===== src/rtl/fsw_pkg.sv =====
package fsw_pkg;
    // instruction codes
    localparam logic [7:0] OP_WRITE_ENABLE = 8'h06;
    localparam logic [7:0] OP_WRITE_DISABLE = 8'h04;
    localparam logic [7:0] OP_STATUS_READ = 8'h05;
    localparam logic [7:0] OP_STATUS_WRITE = 8'h01;
    localparam logic [7:0] OP_PAGE_PROGRAM = 8'h02;
    localparam logic [7:0] OP_SECTOR_ERASE = 8'hD8;
    localparam logic [7:0] OP_WHOLE_ERASE = 8'hC7;

    // status byte field positions
    localparam int BIT_BUSY = 0;
    localparam int BIT_WEL = 1;
    localparam int BIT_BP_LO = 2;
    localparam int BIT_BP_HI = 4;
    localparam int BIT_STATUS_WRITE_DISABLE = 7;

    // values after reset
    localparam logic WEL_RESET = 1'h0;
    localparam logic STATUS_WRITE_DISABLE_RESET = 1'h0;
    localparam logic [2:0] BP_RESET = 3'h0;

    // frame lengths in whole bytes
    localparam logic [2:0] LEN_SHORT = 3'h1;
    localparam logic [2:0] LEN_STATUS_WRITE = 3'h2;
    localparam logic [2:0] LEN_SECTOR_ERASE = 3'h4;
    localparam logic [2:0] LEN_PROGRAM_MIN = 3'h5;

    // self-timed cycle durations
    localparam int unsigned CLOCK_PERIOD_NS = 10;
    localparam int unsigned STATUS_WRITE_TIME_NS = 5000000;
    localparam int unsigned PAGE_PROGRAM_TIME_NS = 2000000;
    localparam int unsigned SECTOR_ERASE_TIME_NS = 1000000000;
    localparam int unsigned WHOLE_ERASE_TIME_NS = 2000000000;
    localparam int unsigned STATUS_WRITE_CYCLES_DEF =
        (STATUS_WRITE_TIME_NS + CLOCK_PERIOD_NS - 1) / CLOCK_PERIOD_NS;
    localparam int unsigned PAGE_PROGRAM_CYCLES_DEF =
        (PAGE_PROGRAM_TIME_NS + CLOCK_PERIOD_NS - 1) / CLOCK_PERIOD_NS;
    localparam int unsigned SECTOR_ERASE_CYCLES_DEF =
        (SECTOR_ERASE_TIME_NS + CLOCK_PERIOD_NS - 1) / CLOCK_PERIOD_NS;
    localparam int unsigned WHOLE_ERASE_CYCLES_DEF =
        (WHOLE_ERASE_TIME_NS + CLOCK_PERIOD_NS - 1) / CLOCK_PERIOD_NS;

    // lowest protected sector (address bits 23:16) per block-protect code
    localparam logic [7:0][7:0] PROTECT_FLOOR_DEF =
        {8'h00, 8'h00, 8'h40, 8'h60, 8'h70, 8'h78, 8'h7C, 8'hFF};

    typedef enum logic [2:0] {ST_IDLE, ST_OPCODE, ST_ARGS, ST_READ, ST_IGNORE} fsw_frame_t;
    typedef enum logic {CYC_STATUS, CYC_ARRAY} fsw_cycle_t;
endpackage : fsw_pkg


===== src/rtl/fsw_if.sv =====
interface fsw_link_if;
    logic frame_start;
    logic frame_end;
    logic frame_aligned;
    logic sclk_fall;
    logic byte_valid;
    logic [7:0] byte_data;
    logic [2:0] byte_index;
    logic [2:0] byte_count;
    modport rx (output frame_start, frame_end, frame_aligned, sclk_fall, byte_valid,
                byte_data, byte_index, byte_count);
    modport user (input frame_start, frame_end, frame_aligned, sclk_fall, byte_valid,
                  byte_data, byte_index, byte_count);
endinterface : fsw_link_if

interface fsw_timer_if;
    logic start;
    logic [31:0] cycles;
    logic busy;
    logic done;
    modport timer (input start, cycles, output busy, done);
    modport user (output start, cycles, input busy, done);
endinterface : fsw_timer_if


===== src/rtl/fsw_spi_rx.sv =====
module fsw_spi_rx (
    input wire logic clock_in,
    input wire logic rst_n_in,
    input wire logic spi_clk_in,
    input wire logic chip_sel_n_in,
    input wire logic spi_data_in,
    fsw_link_if.rx link
);
    // [0] first flop, [1] second flop, [2] edge history
    logic [2:0] sck_s;
    logic [2:0] cs_s;
    logic [1:0] d_s;
    logic [2:0] bit_cnt;
    logic [6:0] shift;
    logic [2:0] idx;
    logic sck_rise;
    logic sck_fall;
    logic cs_low;

    assign sck_rise = sck_s[1] & ~sck_s[2];
    assign sck_fall = ~sck_s[1] & sck_s[2];
    assign cs_low = ~cs_s[1];
    assign link.byte_count = idx;

    always_ff @(posedge clock_in or negedge rst_n_in) begin
        if (!rst_n_in) begin
            sck_s <= 3'h0;
            cs_s <= 3'h7;
            d_s <= 2'h0;
        end else begin
            sck_s <= {sck_s[1:0], spi_clk_in};
            cs_s <= {cs_s[1:0], chip_sel_n_in};
            d_s <= {d_s[0], spi_data_in};
        end
    end

    always_ff @(posedge clock_in or negedge rst_n_in) begin
        if (!rst_n_in) begin
            link.frame_start <= 1'h0;
            link.frame_end <= 1'h0;
            link.frame_aligned <= 1'h0;
            link.sclk_fall <= 1'h0;
        end else begin
            link.frame_start <= ~cs_s[1] & cs_s[2];
            link.frame_end <= cs_s[1] & ~cs_s[2];
            link.frame_aligned <= cs_s[1] & ~cs_s[2] & (bit_cnt == 3'h0);
            link.sclk_fall <= sck_fall & cs_low;
        end
    end

    // msb first, sampled on serial clock rising edges
    always_ff @(posedge clock_in or negedge rst_n_in) begin
        if (!rst_n_in) begin
            bit_cnt <= 3'h0;
            shift <= 7'h00;
            idx <= 3'h0;
            link.byte_valid <= 1'h0;
            link.byte_data <= 8'h00;
            link.byte_index <= 3'h0;
        end else begin
            link.byte_valid <= 1'h0;
            if (~cs_s[1] & cs_s[2]) begin
                bit_cnt <= 3'h0;
                idx <= 3'h0;
            end else if (sck_rise && cs_low) begin
                shift <= {shift[5:0], d_s[1]};
                bit_cnt <= bit_cnt + 3'h1;
                if (bit_cnt == 3'h7) begin
                    link.byte_valid <= 1'h1;
                    link.byte_data <= {shift, d_s[1]};
                    link.byte_index <= idx;
                    // saturates: long program frames only need "five or more"
                    if (idx != 3'h7) begin
                        idx <= idx + 3'h1;
                    end
                end
            end
        end
    end
endmodule : fsw_spi_rx


===== src/rtl/fsw_cycle_timer.sv =====
module fsw_cycle_timer (
    input wire logic clock_in,
    input wire logic rst_n_in,
    fsw_timer_if.timer tmr
);
    logic [31:0] count;

    // start is ignored while a cycle runs
    always_ff @(posedge clock_in or negedge rst_n_in) begin
        if (!rst_n_in) begin
            count <= 32'h0;
            tmr.busy <= 1'h0;
            tmr.done <= 1'h0;
        end else begin
            tmr.done <= 1'h0;
            if (tmr.busy) begin
                if (count == 32'h0) begin
                    tmr.busy <= 1'h0;
                    tmr.done <= 1'h1;
                end else begin
                    count <= count - 32'h1;
                end
            end else if (tmr.start) begin
                tmr.busy <= 1'h1;
                count <= tmr.cycles - 32'h1;
            end
        end
    end
endmodule : fsw_cycle_timer


===== src/rtl/fsw_status_protect.sv =====
// Contract
// - busy flag is 1 during status-write, program or erase cycle, else 0
// - with write-enable latch clear, status-write, program and erase are refused
// - block-protect bits are non-volatile, written only by status-write; reset here loads BP_RESET (zero)
// - whole-array erase runs only when all block-protect bits are zero
// - protect disable set and protect pin low: hardware mode, status writes refused
// - a completed write-enable instruction sets the write-enable latch
// - status-write leaves b6, b5, b1, b0; b6 and b5 read zero
// - select must rise right after the data byte, else status-write is dropped
// - valid status-write starts a self-timed cycle, busy set, status readable
// - end of the status-write cycle clears the write-enable latch
// - protect disable clear: status writes accepted with latch set, any pin level
// - protect disable set and pin high: status writes accepted with latch set
// - hardware mode entered by whichever comes last: bit set or pin low
// - hardware mode left only by the protect pin returning high
// - latch cleared at reset and after disable, status-write, program, erases
// - status register readable at any time, also during self-timed cycles
module fsw_status_protect
    import fsw_pkg::*;
#(
    parameter int unsigned STATUS_WRITE_CYCLES = STATUS_WRITE_CYCLES_DEF,
    parameter int unsigned PAGE_PROGRAM_CYCLES = PAGE_PROGRAM_CYCLES_DEF,
    parameter int unsigned SECTOR_ERASE_CYCLES = SECTOR_ERASE_CYCLES_DEF,
    parameter int unsigned WHOLE_ERASE_CYCLES = WHOLE_ERASE_CYCLES_DEF,
    parameter logic [7:0][7:0] PROTECT_FLOOR = PROTECT_FLOOR_DEF
) (
    input wire logic clock_in,
    input wire logic reset_n_in,
    input wire logic spi_clk_in,
    input wire logic chip_sel_n_in,
    input wire logic spi_data_in,
    input wire logic write_protect_n_in,
    output logic spi_data_out,
    output logic spi_data_oe_n_out,
    output logic [7:0] status_out,
    output logic hw_protected_out
);
    logic [1:0] rst_pipe;
    logic rst_n;
    logic [1:0] wp_s;
    logic hardware_protected_mode;
    fsw_frame_t state;
    fsw_cycle_t cyc_kind;
    logic [7:0] opcode;
    logic [23:0] addr;
    logic [7:0] wr_data;
    logic write_enable_latch;
    logic status_write_disable;
    logic [2:0] bp;
    logic pend_status_write_disable;
    logic [2:0] pend_bp;
    logic [7:0] status_byte;
    logic [7:0] snap;
    logic [2:0] out_ptr;
    logic addr_prot;
    logic cmd_ok;
    logic go_write_enable_cmd;
    logic go_write_disable_cmd;
    logic go_status_write_cmd;
    logic go_pp;
    logic go_se;
    logic go_be;

    fsw_link_if link ();
    fsw_timer_if tmr ();

    fsw_spi_rx u_rx (
        .clock_in(clock_in),
        .rst_n_in(rst_n),
        .spi_clk_in(spi_clk_in),
        .chip_sel_n_in(chip_sel_n_in),
        .spi_data_in(spi_data_in),
        .link(link.rx)
    );

    fsw_cycle_timer u_timer (
        .clock_in(clock_in),
        .rst_n_in(rst_n),
        .tmr(tmr.timer)
    );

    // reset released through two flops
    always_ff @(posedge clock_in or negedge reset_n_in) begin
        if (!reset_n_in) begin
            rst_pipe <= 2'h0;
        end else begin
            rst_pipe <= {rst_pipe[0], 1'h1};
        end
    end
    assign rst_n = rst_pipe[1];

    always_ff @(posedge clock_in or negedge rst_n) begin
        if (!rst_n) begin
            wp_s <= 2'h3;
        end else begin
            wp_s <= {wp_s[0], write_protect_n_in};
        end
    end

    // no instruction can clear this; only the pin going high ends it
    assign hardware_protected_mode = status_write_disable & ~wp_s[1];

    always_comb begin
        status_byte = 8'h00;
        status_byte[BIT_BUSY] = tmr.busy;
        status_byte[BIT_WEL] = write_enable_latch;
        status_byte[BIT_BP_HI:BIT_BP_LO] = bp;
        status_byte[BIT_STATUS_WRITE_DISABLE] = status_write_disable;
    end

    // range table is a parameter so each density can supply its own
    assign addr_prot = (bp != 3'h0) && (addr[23:16] >= PROTECT_FLOOR[bp]);

    // only whole-byte frames count, and nothing but a status read runs while a cycle is busy
    assign cmd_ok = link.frame_end && link.frame_aligned && (state == ST_ARGS)
                    && !tmr.busy;
    assign go_write_enable_cmd = cmd_ok && (opcode == OP_WRITE_ENABLE)
                     && (link.byte_count == LEN_SHORT);
    assign go_write_disable_cmd = cmd_ok && (opcode == OP_WRITE_DISABLE)
                     && (link.byte_count == LEN_SHORT);
    assign go_status_write_cmd = cmd_ok && (opcode == OP_STATUS_WRITE) && write_enable_latch && !hardware_protected_mode
                     && (link.byte_count == LEN_STATUS_WRITE);
    assign go_pp = cmd_ok && (opcode == OP_PAGE_PROGRAM) && write_enable_latch && !addr_prot
                   && (link.byte_count >= LEN_PROGRAM_MIN);
    assign go_se = cmd_ok && (opcode == OP_SECTOR_ERASE) && write_enable_latch && !addr_prot
                   && (link.byte_count == LEN_SECTOR_ERASE);
    assign go_be = cmd_ok && (opcode == OP_WHOLE_ERASE) && write_enable_latch && (bp == 3'h0)
                   && (link.byte_count == LEN_SHORT);

    assign tmr.start = go_status_write_cmd | go_pp | go_se | go_be;

    always_comb begin
        if (go_status_write_cmd) begin
            tmr.cycles = 32'(STATUS_WRITE_CYCLES);
        end else if (go_pp) begin
            tmr.cycles = 32'(PAGE_PROGRAM_CYCLES);
        end else if (go_se) begin
            tmr.cycles = 32'(SECTOR_ERASE_CYCLES);
        end else begin
            tmr.cycles = 32'(WHOLE_ERASE_CYCLES);
        end
    end

    // frame sequencing
    always_ff @(posedge clock_in or negedge rst_n) begin
        if (!rst_n) begin
            state <= ST_IDLE;
            opcode <= 8'h00;
            addr <= 24'h000000;
            wr_data <= 8'h00;
        end else if (link.frame_end) begin
            state <= ST_IDLE;
        end else begin
            case (state)
                ST_IDLE: begin
                    if (link.frame_start) begin
                        state <= ST_OPCODE;
                    end
                end
                ST_OPCODE: begin
                    if (link.byte_valid) begin
                        opcode <= link.byte_data;
                        if (link.byte_data == OP_STATUS_READ) begin
                            state <= ST_READ;
                        end else if (tmr.busy) begin
                            state <= ST_IGNORE;
                        end else begin
                            state <= ST_ARGS;
                        end
                    end
                end
                ST_ARGS: begin
                    if (link.byte_valid && (link.byte_index <= 3'h3)) begin
                        addr <= {addr[15:0], link.byte_data};
                        if (link.byte_index == 3'h1) begin
                            wr_data <= link.byte_data;
                        end
                    end
                end
                default: begin
                end
            endcase
        end
    end

    // latch: a new write-enable beats a completion in the same cycle
    always_ff @(posedge clock_in or negedge rst_n) begin
        if (!rst_n) begin
            write_enable_latch <= WEL_RESET;
        end else if (go_write_enable_cmd) begin
            write_enable_latch <= 1'h1;
        end else if (go_write_disable_cmd || tmr.done) begin
            write_enable_latch <= 1'h0;
        end
    end

    // new bits take effect when the timed cycle completes
    always_ff @(posedge clock_in or negedge rst_n) begin
        if (!rst_n) begin
            status_write_disable <= STATUS_WRITE_DISABLE_RESET;
            bp <= BP_RESET;
            pend_status_write_disable <= STATUS_WRITE_DISABLE_RESET;
            pend_bp <= BP_RESET;
            cyc_kind <= CYC_STATUS;
        end else begin
            if (tmr.start) begin
                cyc_kind <= go_status_write_cmd ? CYC_STATUS : CYC_ARRAY;
            end
            if (go_status_write_cmd) begin
                pend_status_write_disable <= wr_data[BIT_STATUS_WRITE_DISABLE];
                pend_bp <= wr_data[BIT_BP_HI:BIT_BP_LO];
            end
            if (tmr.done && (cyc_kind == CYC_STATUS) && !hardware_protected_mode) begin
                status_write_disable <= pend_status_write_disable;
                bp <= pend_bp;
            end
        end
    end

    // status shifted out on serial clock falling edges, byte repeats live
    always_ff @(posedge clock_in or negedge rst_n) begin
        if (!rst_n) begin
            spi_data_out <= 1'h0;
            spi_data_oe_n_out <= 1'h1;
            snap <= 8'h00;
            out_ptr <= 3'h0;
        end else if (state != ST_READ || link.frame_end) begin
            spi_data_oe_n_out <= 1'h1;
            out_ptr <= 3'h0;
        end else if (link.sclk_fall) begin
            spi_data_oe_n_out <= 1'h0;
            out_ptr <= out_ptr + 3'h1;
            if (out_ptr == 3'h0) begin
                snap <= status_byte;
                spi_data_out <= status_byte[7];
            end else begin
                spi_data_out <= snap[3'h7 - out_ptr];
            end
        end
    end

    always_ff @(posedge clock_in or negedge rst_n) begin
        if (!rst_n) begin
            status_out <= 8'h00;
            hw_protected_out <= 1'h0;
        end else begin
            status_out <= status_byte;
            hw_protected_out <= hardware_protected_mode;
        end
    end
endmodule : fsw_status_protect


===== config.mk =====
export PLATFORM = sky130hd
export DESIGN_NAME = fsw_status_protect
export DESIGN_NICKNAME = d
export VERILOG_FILES = /design/src/rtl/fsw_pkg.sv /design/src/rtl/fsw_if.sv /design/src/rtl/fsw_spi_rx.sv /design/src/rtl/fsw_cycle_timer.sv /design/src/rtl/fsw_status_protect.sv
export SDC_FILE = /design/constraint.sdc
export NUM_CORES = 1
export LEC_CHECK = 0
export BUFFER_PORTS_ARGS = -buffer_cell sky130_fd_sc_hd__clkbuf_2
export CAP_MARGIN = 5
export CELL_PAD_IN_SITES_DETAIL_PLACEMENT = 1
export CELL_PAD_IN_SITES_GLOBAL_PLACEMENT = 2
export CORE_ASPECT_RATIO = 1.75
export CORE_MARGIN = 2
export CORE_UTILIZATION = 40
export CTS_CLUSTER_DIAMETER = 40
export CTS_CLUSTER_SIZE = 8
export DETAILED_ROUTE_END_ITERATION = 8
export GPL_TIMING_DRIVEN = 0
export HOLD_SLACK_MARGIN = 0.15
export PLACE_DENSITY_LB_ADDON = 0.3
export SETUP_SLACK_MARGIN = 0.15
export SLEW_MARGIN = 30
export SYNTH_ARGS = -nofsm -noshare
export SYNTH_HDL_FRONTEND = slang
export SYNTH_HIERARCHICAL = 1
export SYNTH_SLANG_ARGS = --single-unit

===== constraint.sdc =====
create_clock -name clock_in -period 7.48 [get_ports clock_in]
set_input_delay 0.748 -clock clock_in [delete_from_list [all_inputs] [get_ports clock_in]]
set_output_delay 0.748 -clock clock_in [all_outputs]
set_load 0.02 [all_outputs]

==> run summary <==
outcome: finished clean
post-synthesis sequential area ratio: 0.475
initial antenna violation count: 0
initial core utilization: 0.408
Pwr Density: 191 nW/um^2
setup TNS: 0 ns
min Tclk post-route: 5.09 ns
Crit. End Element: register
Layout Nets: 758
asr flop ratio synth: 1.00
TritonCTS buffer count: 17
first-pass GRT wire length: 34600 um
minimum hold slack: 0.243 ns
post-route clock period utilization: 0.681
drt pass-1 iters: 5
flop-to-flop setup slack: 2.39 ns
Clk pwr share: 0.482
Reg2Reg Capture Point: u_timer/count[22]
clock sink total: 139
RR Startpoint: u_timer/tmr.busy
row cnt: 65
Die X: 106 um
number of synthesized register bits: 139
Combinational Power Share: 0.033
GRT overflow: 0
RSZ-0062 raised after global routing: false
H-tree levels: 4
# DRC: 0
Final GP Congestion: 0.854
part of the power in registers: 0.485
Worst Path Arrival: 5.40 ns
Total GRT Usage: 0.233
placed insts: 952
sw frac: 0.231
Max FO, Critical Path: 10
wire per inst: 21.4 um
P&R area growth vs syn: 15.5%
Routed WL: 21100 um
Leakage: 0.00370 uW
CP startpoint kind: register
max frequency: 0.196 GHz
Cell Count, Final, Fillers Out: 983
root buffer cell: clkbuf_16
HPWL after DPL: 15500 um
beginning of the critical path: u_timer/tmr.busy
num ports: 17
post-synthesis instance total: 664
final-report setup violation count: 0
core area: 18000 sq um
DR vias/cell: 5.70
Worst slew margin: 0.266
maxcap violations: 0
Resize count post-CTS: 0
Peak VDD IR: 0.187 mV
Die Span Y: 183 um
skew final: 0.00981 ns
CTS max path bufs: 2
R2R depth: 15
net switching power figure: 374 uW
share of layout cells above drive strength 1: 0.211
worst skew pair latency: 0.42 ns
postcts setup bufs: 0
drt initial violations: 227
Avg Cell Area, Syn: 11.1 sq um
largest net degree at the start of global routing: 51
P_int: 1240 uW
area of the multi-input gates: 3810 sq um
ys flop type: dfrtp_1
Synth cell types: 80
required time of the critical path: 7.78 ns
Reg clk slew, reported paths: 0.06 ns
post-layout util: 0.472
Die Area: 19500 sq um
Via Count: 5601
vias in the first global route: 6327
CTS tree: built
Synth Warn #: 6
Syn Std Cell Area: 7340 sq um
final antenna-violating net count: 0
# diodes: 0
worst hold path type: register to asynchronous set/reset pin
crit path kind: register to register
Tightest Pin Transition: 1.07 ns
number of synthesized flops with an enable pin: 0
port bufs: 14
max-slew violations: 0
Worst Setup EP: u_timer/count[22]
Hold Violations, Final: 0
FF/Latch Area: 3490 sq um
Fill cells: 1983
[routing by layer]
layer,GRT usage,share of wire,vias up
met5,0,0,-
met4,0.126,0.047,0
met3,0.0330,0.022,58
met2,0.459,0.58,111
met1,0.229,0.35,2866
li1,-,-,2566
[power groups by stage]
stage          Combinational [uW]  Clock [uW]  Sequential [uW]
5_1_grt                      60.9         824              788
2_1_floorplan                30.1           0              802
3_3_place_gp                 35.0           0              809
6_report                     53.1         780              785
4_1_cts                      54.3         798              786
3_5_place_dp                 53.4           0              799
[cell families after synthesis]
| logic type | share of synthesized area |
|---|---|
| adder cells (fa/ha/maj) | 0.0239 |
| buffers and inverters | 0.0268 |
| AND/OR/NAND/NOR | 0.194 |
| flip-flops | 0.475 |
| XOR/XNOR | 0.0525 |
| other | 0.00102 |
| AO/OA/AOI/OAI | 0.106 |
| multiplexers | 0.120 |
[stage by stage]
step	area [sq um]	worst slack, ns	total power [uW]
floorplan	7470	3.33	832
global placement	7840	1.70	844
detailed placement	7940	2.36	852
CTS	8480	2.33	1640
global route	8480	1.96	1670
finish	8480	2.39	1620
[placed cells by master, fill, tap and decap left out, drive strengths merged, types with 10 or more instances in the layout]
cell type,instances
a21oi,23
a221oi,14
buf,18
clkbuf,48
conb,37
dfrtp,133
ha,14
inv,15
mux2,66
nand2,28
nand3,15
nand4,10
nor2,51
nor3,33
nor3b,17
nor4,14
o21ai,17
o22ai,11
xnor2,30
xor2,14
[cell type report]
type / instances / area share
Tap cell: 234 / 0.0345
Buffer: 28 / 0.0165
Multi-Input combinational cell: 517 / 0.449
Timing Repair Buffer: 20 / 0.0193
Clock inverter: 11 / 0.0119
Sequential cell: 139 / 0.411
Inverter: 15 / 0.00664
Clock buffer: 19 / 0.0510
[what timing repair did]
| action | 4_1_cts | 5_1_grt |
|---|---|---|
| hold endpoints to repair | 2 | 0 |
| hold buffers | 1 | 0 |
| endpoints found under the setup margin | 0 | 0 |
[cells in the mapped netlist, drive strengths merged, types with 15 or more instances]
| master | instances | area (sq um) |
|---|---|---|
| inv | 15 | 56.3 |
| nor3b | 17 | 143 |
| clkbuf | 15 | 56.3 |
| nor3 | 33 | 175 |
| nand2 | 28 | 105 |
| o21ai | 17 | 85.1 |
| nand3 | 15 | 87.6 |
| xnor2 | 30 | 263 |
| dfrtp | 133 | 3330 |
| a21oi | 23 | 115 |
| mux2 | 66 | 792 |
| nor2 | 51 | 194 |
[state kept, by name, summed over array words and instances, names as in the netlist, 3 cells and up]
register,cells
u_rx/bit_cnt,3
pend_bp,3
u_timer/count,32
u_rx/cs_s,3
u_rx/link.byte_count,3
wr_data,4
u_rx/link.byte_index,3
u_rx/sck_s,3
addr,21
bp,3
out_ptr,3
u_rx/link.byte_data,8
u_rx/shift,7
snap,6
opcode,8
status_out,6
state,3
[how the worst min path moves through the flow]
stage / start / to / slack (ns) / cells after the start
2_1_floorplan: rst_pipe[0] / rst_pipe[1] / 0.33 / 0
3_3_place_gp: u_rx/sck_s[0] / u_rx/sck_s[1] / 0.34 / 0
3_5_place_dp: rst_pipe[1] / addr[4] / 0.25 / 0
4_1_cts: rst_pipe[1] / u_rx/link.byte_index[0] / 0.25 / 0
5_1_grt: rst_pipe[1] / u_rx/link.byte_data[4] / 0.27 / 0
6_report: rst_pipe[1] / addr[4] / 0.24 / 0
[critical path, stage by stage (launching register included)]
cell and delay, ns:
dfrtp_1 0.53, buf_4 0.26, buf_6 0.17, clkbuf_1 0.39, buf_2 0.32, buf_1 0.47, clkbuf_1 0.59, mux2i_1 0.17
ha_1 0.22, buf_1 0.20, nor3b_1 0.21, a22oi_1 0.66, nor4_4 0.23, nand2_1 0.17, xnor2_1 0.07, a211o_1 0.30
Power figures use the tool's default switching activity.
